**config.mk**
```make
export PLATFORM = sky130hd
export DESIGN_NAME = hbi_host_port
export DESIGN_NICKNAME = d
export VERILOG_FILES = /design/src/hbi_pkg.sv /design/src/hbi_host_port.sv
export VERILOG_INCLUDE_DIRS = /design/src /design/src/src
export SDC_FILE = /design/constraint.sdc
export NUM_CORES = 1
export LEC_CHECK = 0
export BUFFER_PORTS_ARGS = -buffer_cell sky130_fd_sc_hd__buf_2
export CAP_MARGIN = 10
export CELL_PAD_IN_SITES_DETAIL_PLACEMENT = 1
export CELL_PAD_IN_SITES_GLOBAL_PLACEMENT = 2
export CORE_ASPECT_RATIO = 0.6
export CORE_MARGIN = 4
export CORE_UTILIZATION = 36
export CTS_BUF_LIST = sky130_fd_sc_hd__clkbuf_16
export CTS_CLUSTER_DIAMETER = 120
export DETAILED_ROUTE_END_ITERATION = 10
export PLACE_DENSITY = 0.9
export SYNTH_ARGS = -nofsm -noshare
export SYNTH_HDL_FRONTEND = slang
export SYNTH_SLANG_ARGS = --single-unit
```
**constraint.sdc**
```tcl
create_clock -name i_clock -period 4.1 [get_ports i_clock]
set_input_delay 0.82 -clock i_clock [delete_from_list [all_inputs] [get_ports i_clock]]
set_output_delay 0.82 -clock i_clock [all_outputs]
set_load 0.1 [all_outputs]
```
**src/hbi_consts.svh**
```systemverilog
`ifndef HBI_CONSTS_SVH
`define HBI_CONSTS_SVH

// ---------------------------------------------------------------
// configuration straps
// ---------------------------------------------------------------
`define HBI_CNF_W          9
`define HBI_CNF_SER_FALL   5'h10
`define HBI_CNF_SER_RISE   5'h18
`define HBI_CNF_INDIRECT   2
`define HBI_CNF_ENDIAN     5
`define HBI_CNF_DUALCS     6
`define HBI_CNF_SRC_HI     8
`define HBI_CNF_SRC_LO     7
`define HBI_STRAP_SETTLE   2'h2

// ---------------------------------------------------------------
// indirect port decode
// ---------------------------------------------------------------
`define HBI_PORT_INDEX     2'h0
`define HBI_PORT_STATUS    2'h1
`define HBI_PORT_DATA      2'h2
`define HBI_IDX_WRITE_BIT  0

// ---------------------------------------------------------------
// serial commands
// ---------------------------------------------------------------
`define HBI_CMD_WRITE      16'h0000
`define HBI_CMD_READ       16'h4000
`define HBI_CMD_END        16'h8000
`define HBI_CMD_STATUS     16'hC000
`define HBI_SER_LAST       5'h0F
`define HBI_ADDR_STEP      16'h0002

// ---------------------------------------------------------------
// local registers, byte addresses
// ---------------------------------------------------------------
`define HBI_REG_HOST_INT   21'h000020
`define HBI_REG_TMO_CTRL   21'h000024
`define HBI_REG_ERR_STAT   21'h000026
`define HBI_REG_ERR_EN     21'h000028
`define HBI_REG_CLK_EN     21'h000462
`define HBI_REG_WDOG       21'h000472
`define HBI_TMO_EN_BIT     7
`define HBI_CLK_PCLK_BIT   3
`define HBI_CLK_HCLK_BIT   1
`define HBI_WDOG_DIS_BIT   0
`define HBI_WDOG_IDIS_BIT  1
`define HBI_WDOG_FLAG_BIT  2
`define HBI_WAIT_LIMIT     2000

`endif

```
**src/hbi_pkg.sv**
```systemverilog
package hbi_pkg;

    typedef enum logic [1:0] {
        HBI_SER_IDLE,
        HBI_SER_ADDR,
        HBI_SER_DATA
    } hbi_ser_e;

    typedef enum logic [1:0] {
        HBI_MODE_WRITE,
        HBI_MODE_READ,
        HBI_MODE_STATUS
    } hbi_mode_e;

    typedef struct packed {
        logic [56:0] sync1;
        logic [56:0] sync2;
        logic [1:0]  strap_cnt;
        logic        strap_done;
        logic [8:0]  straps;
        logic        sck_prev;
        logic        scs_prev;
        logic        src_prev;
        logic        par_act;
        logic        par_done;
        logic [15:0] rdata;
        logic        data_oe;
        logic        wait_n;
        logic [15:0] index;
        logic        acc_req;
        logic        acc_abort;
        logic        acc_pend;
        logic        acc_ser;
        logic        acc_mem;
        logic        acc_write;
        logic [19:0] acc_addr;
        logic [15:0] acc_wdata;
        logic        pf_valid;
        logic [19:0] pf_last;
        logic [15:0] pf_word;
        logic [7:0]  tmo_cnt;
        logic        host_int;
        logic [7:0]  tmo_ctrl;
        logic [1:0]  err_stat;
        logic [1:0]  err_en;
        logic        pclk_en;
        logic        hclk_en;
        logic        wdog_dis;
        logic        wdog_idis;
        logic        wdog_flag;
        logic [11:0] wait_cnt;
        logic        bus_reset;
        hbi_ser_e    ser_state;
        hbi_mode_e   ser_mode;
        logic [4:0]  ser_cnt;
        logic [15:0] ser_rx;
        logic [15:0] tx;
        logic [15:0] ser_addr;
        logic [15:0] captured;
        logic        so_oe;
    } hbi_state_s;

endpackage

```
**src/hbi_host_port.sv**
```systemverilog
// Operation
// [RQ1] straps are captured once after reset release; later changes ignored
// [RQ2] single select: select enables, space pin picks space; dual: two selects
// [RQ3] endian strap low gives little endian, high gives big endian lanes
// [RQ4] big endian swaps memory data only; host swaps register bytes itself
// [RQ5] direct mode takes address pins 20..1; indirect takes index register
// [RQ6] serial strap 10000b samples on falling edge, 11000b on rising
// [RQ7] enabled memory access longer than 7-bit limit sets host interrupt flag
// [RQ8] enabled read/write error flags set on timeout; cleared by writing one
// [RQ9] wait held beyond 2000 strap-selected source clocks is a wait timeout
// [RQ10] reset-disable clear: wait timeout resets unit, sets flag if enabled
// [RQ11] writing one to interrupt-disable clears the wait timeout flag
// [RQ12] port decode: 00 index, 01 status read, 10 data, 11 reserved
// [RQ13] index bits 15..1 hold address, bit 0 picks data port direction
// [RQ14] status bit 0 shows memory controller busy; host checks once
// [RQ15] data port moves 16-bit data to address held in index bits 15..1
// [RQ16] host rewrites address after an error; failed location is lost
// [RQ17] memory read fetches a burst; next +2 read answered from buffer
// [RQ18] prefetch buffer dropped on memory write or non-sequential read
// [RQ19] serial words are 16 bits, MSB first, clock at most 16 MHz
// [RQ20] select low means command; codes write, read, end, status
// [RQ21] status command returns memory status bit over serial link
// [RQ22] serial output driven only while serial select is low
// [RQ23] host drops select before a command; high gap at least one clock
// [RQ24] serial read data word returns previous capture and reads again
// [RQ25] serial burst writes step the address by two bytes per word
// [RQ26] single write: write command, address, one data word, end command
`timescale 1ns/100ps
`default_nettype none
`include "hbi_consts.svh"

module hbi_host_port #(
    parameter int WAIT_LIMIT = `HBI_WAIT_LIMIT
) (
    input  wire logic                  i_clock,
    input  wire logic                  i_reset,
    input  wire logic [`HBI_CNF_W-1:0] i_config_straps,
    input  wire logic                  i_chip_select_n,
    input  wire logic                  i_space_select,
    input  wire logic                  i_read_n,
    input  wire logic                  i_write_n,
    input  wire logic [20:1]           i_host_address_pins,
    input  wire logic [15:0]           i_data,
    output var  logic [15:0]           o_data,
    output var  logic                  o_data_oe,
    output var  logic                  o_wait_n,
    input  wire logic                  i_sck,
    input  wire logic                  i_si,
    input  wire logic                  i_cmd_data_select,
    input  wire logic                  i_serial_select_n,
    output var  logic                  o_so,
    output var  logic                  o_so_oe,
    input  wire logic [3:0]            i_source_clocks,
    output var  logic                  o_acc_req,
    output var  logic                  o_acc_abort,
    output var  logic                  o_acc_mem,
    output var  logic                  o_acc_write,
    output var  logic [19:0]           o_acc_addr,
    output var  logic [15:0]           o_acc_wdata,
    input  wire logic                  i_acc_done,
    input  wire logic [31:0]           i_acc_rdata,
    input  wire logic                  i_mem_busy,
    output var  logic                  o_host_int,
    output var  logic                  o_bus_reset
);

    hbi_pkg::hbi_state_s st;
    hbi_pkg::hbi_state_s next_st;

    logic                  p_cs_n;
    logic                  p_space;
    logic                  p_rd_n;
    logic                  p_wr_n;
    logic [20:1]           p_addr;
    logic [15:0]           p_data;
    logic                  p_sck;
    logic                  p_si;
    logic                  p_sa0;
    logic                  p_scs_n;
    logic [3:0]            p_src;
    logic [`HBI_CNF_W-1:0] p_straps;

    assign {p_cs_n, p_space, p_rd_n, p_wr_n, p_addr, p_data,
            p_sck, p_si, p_sa0, p_scs_n, p_src, p_straps} = st.sync2;

    function automatic logic [15:0] swap(input logic [15:0] v);
        swap = {v[7:0], v[15:8]};
    endfunction

    // ---------------------------------------------------------------
    // next state
    // ---------------------------------------------------------------
    always_comb begin
        logic        serial;
        logic        on_fall;
        logic        big;
        logic        sel;
        logic        mem;
        logic        strobe;
        logic        go;
        logic        go_ser;
        logic        go_mem;
        logic        go_wr;
        logic [19:0] go_addr;
        logic [15:0] go_data;
        logic [20:0] bya;
        logic [15:0] val;
        logic        hit;
        logic        samp;
        logic        outp;
        logic        src_edge;
        logic [15:0] word;
        next_st = st;
        serial = 1'b0;
        on_fall = 1'b0;
        big = 1'b0;
        sel = 1'b0;
        mem = 1'b0;
        strobe = 1'b0;
        go = 1'b0;
        go_ser = 1'b0;
        go_mem = 1'b0;
        go_wr = 1'b0;
        go_addr = '0;
        go_data = '0;
        bya = '0;
        val = '0;
        hit = 1'b0;
        samp = 1'b0;
        outp = 1'b0;
        src_edge = 1'b0;
        word = '0;
        next_st.acc_req = 1'b0;
        next_st.acc_abort = 1'b0;
        next_st.bus_reset = 1'b0;
        next_st.sync1 = {i_chip_select_n, i_space_select, i_read_n,
                         i_write_n, i_host_address_pins, i_data, i_sck,
                         i_si, i_cmd_data_select, i_serial_select_n,
                         i_source_clocks, i_config_straps};
        next_st.sync2 = st.sync1;

        // ---------------------------------------------------------------
        // strap capture
        // ---------------------------------------------------------------
        if (!st.strap_done) begin
            if (st.strap_cnt == `HBI_STRAP_SETTLE) begin
                next_st.straps = p_straps; // RQ1
                next_st.strap_done = 1'b1; // RQ1
            end else begin
                next_st.strap_cnt = st.strap_cnt + 2'h1;
            end
        end
        serial = (st.straps[4:0] == `HBI_CNF_SER_FALL) ||
                 (st.straps[4:0] == `HBI_CNF_SER_RISE);
        on_fall = st.straps[4:0] == `HBI_CNF_SER_FALL; // RQ6
        big = st.straps[`HBI_CNF_ENDIAN]; // RQ3

        // ---------------------------------------------------------------
        // parallel host cycle
        // ---------------------------------------------------------------
        if (st.straps[`HBI_CNF_DUALCS]) begin
            sel = !p_cs_n || !p_space; // RQ2
            mem = !p_cs_n; // RQ2
        end else begin
            sel = !p_cs_n; // RQ2
            mem = p_space; // RQ2
        end
        strobe = !p_rd_n || !p_wr_n;
        if (st.strap_done && !serial) begin
            if (!st.par_act && sel && strobe) begin
                next_st.par_act = 1'b1;
                next_st.par_done = 1'b1;
                next_st.rdata = '0;
                if (st.straps[`HBI_CNF_INDIRECT]) begin
                    case (p_addr[2:1]) // RQ12
                        `HBI_PORT_INDEX: begin
                            if (!p_rd_n) next_st.rdata = st.index;
                            else next_st.index = p_data;
                        end
                        `HBI_PORT_STATUS: begin
                            if (!p_rd_n) next_st.rdata = {15'h0000, i_mem_busy}; // RQ14
                        end
                        `HBI_PORT_DATA: begin
                            // direction must match index bit 0
                            go = (!p_wr_n) == st.index[`HBI_IDX_WRITE_BIT]; // RQ13
                            go_addr = {5'h00, st.index[15:1]}; // RQ15
                        end
                        default: begin
                            next_st.rdata = '0;
                        end
                    endcase
                end else begin
                    go = 1'b1;
                    go_addr = p_addr; // RQ5
                end
                go_mem = mem;
                go_wr = !p_wr_n;
                go_data = p_data;
            end else if (st.par_act && !strobe) begin
                next_st.par_act = 1'b0;
            end
        end
        next_st.data_oe = st.par_act && !p_rd_n && sel;

        // ---------------------------------------------------------------
        // serial link
        // ---------------------------------------------------------------
        next_st.sck_prev = p_sck;
        next_st.scs_prev = p_scs_n;
        next_st.so_oe = st.strap_done && serial && !p_scs_n; // RQ22
        samp = on_fall ? (st.sck_prev && !p_sck) : (!st.sck_prev && p_sck);
        outp = on_fall ? (!st.sck_prev && p_sck) : (st.sck_prev && !p_sck);
        if (!st.strap_done || !serial || p_scs_n ||
            (st.scs_prev && !p_scs_n)) begin
            next_st.ser_cnt = '0;
        end else if (samp) begin
            word = {st.ser_rx[14:0], p_si}; // RQ19
            next_st.ser_rx = word;
            next_st.ser_cnt = st.ser_cnt + 5'h01;
            if (st.ser_cnt == `HBI_SER_LAST) begin
                next_st.ser_cnt = '0;
                next_st.tx = st.captured;
                if (!p_sa0) begin
                    case (word) // RQ20
                        `HBI_CMD_WRITE: begin
                            next_st.ser_state = hbi_pkg::HBI_SER_ADDR;
                            next_st.ser_mode = hbi_pkg::HBI_MODE_WRITE;
                        end
                        `HBI_CMD_READ: begin
                            next_st.ser_state = hbi_pkg::HBI_SER_ADDR;
                            next_st.ser_mode = hbi_pkg::HBI_MODE_READ;
                        end
                        `HBI_CMD_STATUS: begin
                            next_st.ser_state = hbi_pkg::HBI_SER_IDLE;
                            next_st.ser_mode = hbi_pkg::HBI_MODE_STATUS;
                            next_st.tx = {15'h0000, i_mem_busy}; // RQ21
                        end
                        default: begin
                            next_st.ser_state = hbi_pkg::HBI_SER_IDLE;
                        end
                    endcase
                end else begin
                    case (st.ser_state)
                        hbi_pkg::HBI_SER_ADDR: begin
                            next_st.ser_addr = word;
                            next_st.ser_state = hbi_pkg::HBI_SER_DATA;
                        end
                        hbi_pkg::HBI_SER_DATA: begin
                            go = !st.acc_pend;
                            go_ser = 1'b1;
                            go_addr = {5'h00, st.ser_addr[15:1]};
                            go_wr = st.ser_mode == hbi_pkg::HBI_MODE_WRITE;
                            go_data = word;
                            next_st.ser_addr = st.ser_addr + `HBI_ADDR_STEP; // RQ25
                        end
                        default: begin
                            next_st.ser_state = hbi_pkg::HBI_SER_IDLE;
                        end
                    endcase
                end
            end
        end else if (outp && st.ser_cnt != 5'h00) begin
            next_st.tx = {st.tx[14:0], 1'b0}; // RQ19
        end

        // ---------------------------------------------------------------
        // launch: local register, prefetch hit or internal access
        // ---------------------------------------------------------------
        bya = {go_addr, 1'b0};
        if (go && !go_mem) begin
            hit = 1'b1;
            case (bya)
                `HBI_REG_HOST_INT: begin
                    val = {15'h0000, st.host_int};
                    if (go_wr && go_data[0]) next_st.host_int = 1'b0;
                end
                `HBI_REG_TMO_CTRL: begin
                    val = {8'h00, st.tmo_ctrl};
                    if (go_wr) next_st.tmo_ctrl = go_data[7:0];
                end
                `HBI_REG_ERR_STAT: begin
                    val = {14'h0000, st.err_stat};
                    if (go_wr) next_st.err_stat = st.err_stat & ~go_data[1:0]; // RQ8
                end
                `HBI_REG_ERR_EN: begin
                    val = {14'h0000, st.err_en};
                    if (go_wr) next_st.err_en = go_data[1:0];
                end
                `HBI_REG_CLK_EN: begin
                    val = '0;
                    val[`HBI_CLK_PCLK_BIT] = st.pclk_en;
                    val[`HBI_CLK_HCLK_BIT] = st.hclk_en;
                    if (go_wr) begin
                        next_st.pclk_en = go_data[`HBI_CLK_PCLK_BIT];
                        next_st.hclk_en = go_data[`HBI_CLK_HCLK_BIT];
                    end
                end
                `HBI_REG_WDOG: begin
                    val = {13'h0000, st.wdog_flag, st.wdog_idis, st.wdog_dis};
                    if (go_wr) begin
                        next_st.wdog_dis = go_data[`HBI_WDOG_DIS_BIT];
                        next_st.wdog_idis = go_data[`HBI_WDOG_IDIS_BIT];
                        if (go_data[`HBI_WDOG_IDIS_BIT]) next_st.wdog_flag = 1'b0; // RQ11
                    end
                end
                default: begin
                    hit = 1'b0;
                end
            endcase
        end else if (go && !go_wr && st.pf_valid &&
                     go_addr == st.pf_last + 20'h00001) begin
            hit = 1'b1; // RQ17
            val = st.pf_word;
            next_st.pf_valid = 1'b0;
            next_st.pf_last = go_addr;
        end
        if (go && hit) begin
            if (go_ser) {next_st.captured, next_st.tx} = {2{val}};
            else next_st.rdata = val;
        end else if (go) begin
            next_st.par_done = go_ser ? st.par_done : 1'b0;
            next_st.acc_req = 1'b1;
            next_st.acc_pend = 1'b1;
            next_st.acc_ser = go_ser;
            next_st.acc_mem = go_mem;
            next_st.acc_write = go_wr;
            next_st.acc_addr = go_addr;
            next_st.acc_wdata = (go_mem && big) ? swap(go_data) : go_data; // RQ4
            next_st.tmo_cnt = '0;
            if (go_mem) next_st.pf_valid = 1'b0; // RQ18
        end

        // ---------------------------------------------------------------
        // completion and host access timeout
        // ---------------------------------------------------------------
        if (st.acc_pend && i_acc_done) begin
            val = (st.acc_mem && big) ? swap(i_acc_rdata[15:0])
                                      : i_acc_rdata[15:0]; // RQ4
            next_st.acc_pend = 1'b0;
            if (st.acc_mem && !st.acc_write) begin
                next_st.pf_word = big ? swap(i_acc_rdata[31:16])
                                      : i_acc_rdata[31:16]; // RQ17
                next_st.pf_valid = 1'b1;
                next_st.pf_last = st.acc_addr;
            end
            if (st.acc_ser) begin
                next_st.captured = val; // RQ24
                if (st.ser_cnt == 5'h00) next_st.tx = val;
            end else begin
                next_st.rdata = val;
                next_st.par_done = 1'b1;
            end
        end else if (st.acc_pend && st.acc_mem) begin
            if (st.tmo_cnt != 8'hFF) next_st.tmo_cnt = st.tmo_cnt + 8'h01;
            if (st.tmo_ctrl[`HBI_TMO_EN_BIT] && st.pclk_en && st.hclk_en &&
                st.tmo_cnt > {1'b0, st.tmo_ctrl[6:0]}) begin
                next_st.host_int = 1'b1; // RQ7
                next_st.err_stat = next_st.err_stat |
                    (st.err_en & {st.acc_write, !st.acc_write}); // RQ8
                next_st.acc_pend = 1'b0;
                next_st.acc_abort = 1'b1;
                next_st.par_done = 1'b1;
                next_st.rdata = '0;
            end
        end

        // ---------------------------------------------------------------
        // wait length watchdog on the selected source clock
        // ---------------------------------------------------------------
        next_st.src_prev = p_src[st.straps[`HBI_CNF_SRC_HI:`HBI_CNF_SRC_LO]]; // RQ9
        src_edge = !st.src_prev && next_st.src_prev;
        if (st.wait_n) begin
            next_st.wait_cnt = '0;
        end else if (src_edge) begin
            next_st.wait_cnt = st.wait_cnt + 12'h001;
            if (st.wait_cnt == 12'(WAIT_LIMIT) && !st.wdog_dis) begin
                next_st.bus_reset = 1'b1; // RQ10
                if (!st.wdog_idis) next_st.wdog_flag = 1'b1; // RQ10
                next_st.acc_pend = 1'b0;
                next_st.acc_abort = st.acc_pend;
                next_st.par_done = 1'b1;
                next_st.wait_cnt = '0;
            end
        end
        next_st.wait_n = !(next_st.par_act && !next_st.par_done); // RQ9
    end

    // ---------------------------------------------------------------
    // state register
    // ---------------------------------------------------------------
    always_ff @(posedge i_clock) begin
        if (i_reset) begin
            st <= '0;
            st.wait_n <= 1'b1;
            st.wdog_dis <= 1'b1;
        end else begin
            st <= next_st;
        end
    end

    assign o_data = st.rdata;
    assign o_data_oe = st.data_oe;
    assign o_wait_n = st.wait_n;
    assign o_so = st.tx[15];
    assign o_so_oe = st.so_oe;
    assign o_acc_req = st.acc_req;
    assign o_acc_abort = st.acc_abort;
    assign o_acc_mem = st.acc_mem;
    assign o_acc_write = st.acc_write;
    assign o_acc_addr = st.acc_addr;
    assign o_acc_wdata = st.acc_wdata;
    assign o_host_int = st.host_int;
    assign o_bus_reset = st.bus_reset;

endmodule
`default_nettype wire

```
# --- Word level (Yosys, flattened, before mapping) ---
# Index checks and enable logic that the tools add are counted.
totals:
  ff_bits: 356
op_classes:
  n_addsub: 6
  magnitude_cmp: 2
  n_eq_ne: 21
  n_mux: 141
  bitwise: 10
  reduce_logical: 80
ops:
  columns: ["op", "n"]
  rows:
  - ["2-to-1 mux 16 bit", 31]
  - ["2-to-1 mux 20 bit", 8]
  - ["2-to-1 mux 17 bit", 5]
  - ["2-to-1 mux 41 bit", 2]
  - ["== test 20 x 5 -> 1 bit (second input constant)", 4]
  - ["2-to-1 mux 37 bit", 2]
  - ["2-to-1 mux 32 bit", 2]
  - ["case mux 16 bit (2 select lines)", 2]
  - ["2-to-1 mux 1 bit", 51]
  - ["case mux 8 bit (6 select lines)", 1]
  - ["2-to-1 mux 21 bit", 2]
  - ["== test 20 x 10 -> 1 bit (second input constant)", 2]
  - ["2-to-1 mux 8 bit", 5]
  - ["2-to-1 mux 18 bit", 2]
  - ["2-to-1 mux 2 bit", 15]
  - ["logical AND 1 bit", 29]
  - ["2-to-1 mux 14 bit", 2]
  - ["adder 20 x 1 -> 20 bit (second input constant)", 1]
  - ["== test 20 bit", 1]
  - ["2-to-1 mux 10 bit", 2]
  - ["logical NOT 1 bit", 19]
  - ["2-to-1 mux 9 bit", 2]
  - ["adder 16 x 2 -> 16 bit (second input constant)", 1]
  - ["== test 16 x 15 -> 1 bit (second input constant)", 1]
  - ["39 further kinds", 68]

# --- Depth between registers and ports, before layout ---
logic_depth:
  depth_word: 29
  depth_mapped: 16
  depth_no_buf: 11

# --- Least setup slack after synthesis ---
# No wires, ideal clock.
synth_timing:
  path_type: "register to register"
  startpoint: "register st[233] in the netlist's numbering"
  endpoint: "register st, in the netlist o_acc_wdata[1]"
  t_arrival_ns: 3.130
  t_required_ns: 3.968
  slack_ns: 0.838
  stages_incl_launch_ff: 14
  period_less_slack_ns: 3.262
  path_cell_list: "dfxtp_1 buf_6 or4b_4 o2111a_1 buf_2 and3_1 or3_1 a2111oi_2 nand3b_1 o32a_1 buf_2 buf_4 nand3_1 a21oi_1"
synth_between:
  elab_chain_cells: 19
  elab_cells_between_ends: 60
  classes_between: "eq/ne: 9; mux: 34; bitwise: 1; reduce/logical: 16"
synth_rtl:
  columns: ["element", "line_no", "text"]
  rows:
  - ["from (decl)", "hbi_host_port.sv:67", "hbi_pkg::hbi_state_s st;"]
  - ["from (signal assigned)", "hbi_host_port.sv:397", "st <= next_st;"]
  - ["branches (longest 19 deep; another with 2-to-1 mux 20 bit)", null, null]
# Parallel ways; which one is timed is not known.
# A chain may end at the register's enable or synchronous reset.

# --- Worst setup path after layout ---
layout_timing:
  startpoint: "register st[231] in the netlist's numbering"
  endpoint: "register st[3] in the netlist's numbering"
layout_between:
  elab_chain_cells: 20
  elab_cells_between_ends: 55
  classes_between: "eq/ne: 9; mux: 32; reduce/logical: 14"
layout_rtl:
  columns: ["element", "line_no", "text"]
  rows:
  - ["branches (longest 17 deep; another with 2-to-1 mux 20 bit)", null, null]
  - ["2-to-1 mux 16 bit (*)", "hbi_host_port.sv:317", "if (go && hit) begin"]
  - ["2-to-1 mux 16 bit", "hbi_host_port.sv:346", "if (st.acc_ser) begin"]
  - ["2-to-1 mux 16 bit (*)", "hbi_host_port.sv:336", "if (st.acc_pend && i_acc_done) begin"]
# Mark *: on every way between the ends.

==> flow_summary.json <==
{
  "fin_nets": 2201,
  "cp_common_cell": "buf_4",
  "cts_tree": "done",
  "start_util_pct": 36.6,
  "htreeDepth": 2,
  "outcome": "finished clean",
  "syn_to_final_growth_pct": 14.5,
  "grt_pass1_vias": 15917,
  "cts_buffer_depth": 3,
  "min-delay-start": "next_st[263]$_SDFF_PP0_",
  "r2r_slack_ns": 0.17,
  "startpoint_type": "register",
  "min_period_ns": 3.93,
  "die_area_um2": 51000,
  "crit_fanout": 20,
  "finClkSkew_ns": 0.0270,
  "place_congestion": 0.965,
  "report.final.setup_viol": 0,
  "portBuffers": 154,
  "synth.area.mux_share_pct": 4.85,
  "cts_buffers": 37,
  "post-place-ws_ns": -0.0668,
  "finalInstanceArea_um2": 19500,
  "dieWidth_um": 289,
  "synth_compound_area_share_pct": 19.9,
  "end_kind": "register",
  "syn-num-nets": 2115,
  "avgSynthCellArea_um2": 8.49,
  "reg2reg_to": "st[3]$_SDFF_PP0_",
  "synthFlopType": "dfxtp_1",
  "worst-endpoint-arrival_ns": 4.29,
  "ant_nets": 0,
  "wl_met1_um": 30600,
  "hold_viol_final": 0,
  "clockRootBuffer": "clkbuf_16",
  "critPathBufInv": 3,
  "min_path_cells": 1,
  "vias": 16076,
  "hp-class": "register to register",
  "antenna_found_initial": 1,
  "route.met2.wl_um": 26500,
  "synth-edff-count": 0,
  "met3_length_um": 6210,
  "relSlewSlack_pct": 22.9,
  "first_pass_iters": 5,
  "insertion_delay_ns": 0.55,
  "r2r_cells": 12,
  "hold_end": "p_data[3]$_SDFF_PP0_",
  "slew_viol_final": 0,
  "gr-total-overflow": 0,
  "drive_gt1_share_pct": 16.0,
  "slowest_stage": "or4b_4",
  "syn_inst": 2005,
  "place_area_um2": 18300,
  "slowest_delay_ns": 0.62,
  "drt_iter0_drc": 1488,
  "grt_max_degree": 228,
  "clkSlewWorstSetupHoldPaths_ns": 0.07,
  "p_leak_uw": 0.00712,
  "yosys.area_share.simple_pct": 23.7,
  "synth_warnings": 0,
  "crit_required_ns": 4.47,
  "via_per_inst": 5.86,
  "synth-adder-area-share_pct": 1.25,
  "fmax_mhz": 255,
  "crit_chain": "or4b_4 -> o2111ai_4 -> buf_4 -> buf_4 -> buf_4 -> nor2_1 -> a21oi_1 -> nor3_1 -> and3_1 -> a22o_1 -> o211ai_1 -> a31oi_1",
  "synth_xor_area_share_pct": 1.90,
  "grt_pass1_wl_um": 97600,
  "timing.rr.start": "st[231]$_SDFFE_PP0P_",
  "routedWlPerCell_um": 23.4,
  "num_io_pins": 155,
  "cap_violations": 0,
  "worstSetupPathType": "register to register",
  "dp_hpwl_um": 48100,
  "placed_cells_incl_taps": 2680,
  "crit_start": "st[231]$_SDFFE_PP0P_",
  "async_reset_ff_share_pct": 0,
  "drc_errors": 0,
  "synth_top_family_by_area": "simple AND/OR/NAND/NOR gates",
  "highest_layer": "met5",
  "ys_seq_area_share_pct": 41.7,
  "fin_crit_sh_pct": 95.7,
  "worst_slew_pin_slew_ns": 1.16,
  "grt_use_total_pct": 24.6,
  "peakVddDrop_mv": 0.253,
  "fin_ws_ns": 0.174,
  "cts_hold_buf": 0,
  "ys_types": 88,
  "fp.dieH_um": 176,
  "cts_sinks": 355,
  "p_per_area_nw_per_um2": 426,
  "setup_tns_ns": 0,
  "crit_family": "compound AO/OA/AOI/OAI gates",
  "utilization_pct": 41.9,
  "core_area_um2": 46600,
  "yosys_register_bits": 355,
  "instances_no_fill": 2745,
  "totalWireLength_um": 64300,
  "syn_area_um2": 17000,
  "antenna_cells": 0,
  "rows": 61
}
## cell usage after synthesis, drive strengths merged, types with 8 or more instances
master	count	area share, %
nand2	174	3.8
a21oi	126	3.7
and2	17	0.62
a222oi	9	0.53
a22o	14	0.72
clkbuf	112	2.5
o31ai	14	0.62
nor2	162	3.6
o32ai	8	0.46
mux2	10	0.66
or3	23	0.84
ha	17	1.2
a2bb2oi	16	0.82
nand3	100	2.9
o21ai	90	2.6
xor2	12	0.62
a211oi	52	2.3
a41oi	8	0.41
nor3	57	1.7
nor3b	10	0.47
nand4	28	1.0
nor4	22	0.93
dfxtp	355	42
o211ai	29	1.3
mux2i	69	4.1
nor2b	128	4.7
buf	81	3.4
a22oi	26	1.1
and3	24	0.88
or2	12	0.44
xnor2	25	1.3
nand2b	8	0.29
a31oi	10	0.37
a221oi	10	0.51
inv	38	0.84
o22ai	14	0.51
## report_power, final
part / total, uW / internal [uW] / switching [uW]
logic: 1360 / 338 / 1020
clock network: 3250 / 1780 / 1470
registers: 3700 / 3590 / 110
total: 8310 / 5700 / 2600
## kinds of logic (layout without fill, tap and decap cells)
group | count (synthesis) | after routing
multiplexers | 80 | 80
flip-flops | 355 | 355
XOR/XNOR | 37 | 37
AO/OA/AOI/OAI | 494 | 494
AND/OR/NAND/NOR | 790 | 790
adder cells (fa/ha/maj) | 17 | 17
buffers and inverters | 232 | 342
## state kept, by name, summed over array words and instances (netlist names), 4 cells and up
name         flops
p_src            4
st             179
p_addr          20
o_acc_wdata     16
next_st         59
o_acc_addr      20
p_data          16
o_data          16
p_straps         9
## layer usage
| metal | track usage [%] | vias to the layer above |
|---|---|---|
| li1 | - | 7353 |
| met1 | 37.4 | 7992 |
| met2 | 35.4 | 647 |
| met3 | 5.77 | 82 |
| met4 | 4.40 | 2 |
| met5 | 0 | - |
## cell type report
cell class | count | area (um^2)
clock buffer | 37 | 926
clock inverter | 26 | 195
fill | 5541 | 27100
inverter | 39 | 150
multi-input combinational | 1418 | 8850
sequential | 355 | 7110
tap | 630 | 788
timing repair buffer | 240 | 1480
## worst max path at each step
stage / to / cells after the start
2_1_floorplan: o_acc_wdata[1]$_SDFFE_PP0P_ / 13
3_3_place_gp: o_wait_n$_SDFF_PP1_ / 10
3_5_place_dp: o_wait_n$_SDFF_PP1_ / 10
4_1_cts: o_wait_n$_SDFF_PP1_ / 12
5_1_grt: o_data[5]$_SDFF_PP0_ / 12
6_report: st[3]$_SDFF_PP0_ / 12
## repair_timing
item / 4_1_cts / 5_1_grt
buffers inserted: 0 / 2
pin swaps: 0 / 1
setup endpoints to repair: 1 / 49
gates resized for setup: 1 / 6
## placed cells by master, fill, tap and decap left out, types with 55 or more instances in the layout
| master | count |
|---|---|
| dfxtp_1 | 355 |
| nand2_1 | 174 |
| nor2_1 | 160 |
| buf_2 | 153 |
| nor2b_1 | 128 |
| a21oi_1 | 126 |
| nand3_1 | 100 |
| buf_4 | 82 |
| mux2i_1 | 69 |
| o21ai_0 | 60 |
| nor3_1 | 55 |
## stage by stage
step | hold WS, ns | power [uW]
after detailed placement | 0.425 | 5110
final | 0.433 | 8310
after CTS | 0.439 | 8350
after global placement | 0.425 | 5070
after global routing | 0.452 | 8610
after floorplan | 0.414 | 4760
(Power assumes the default switching activity.)
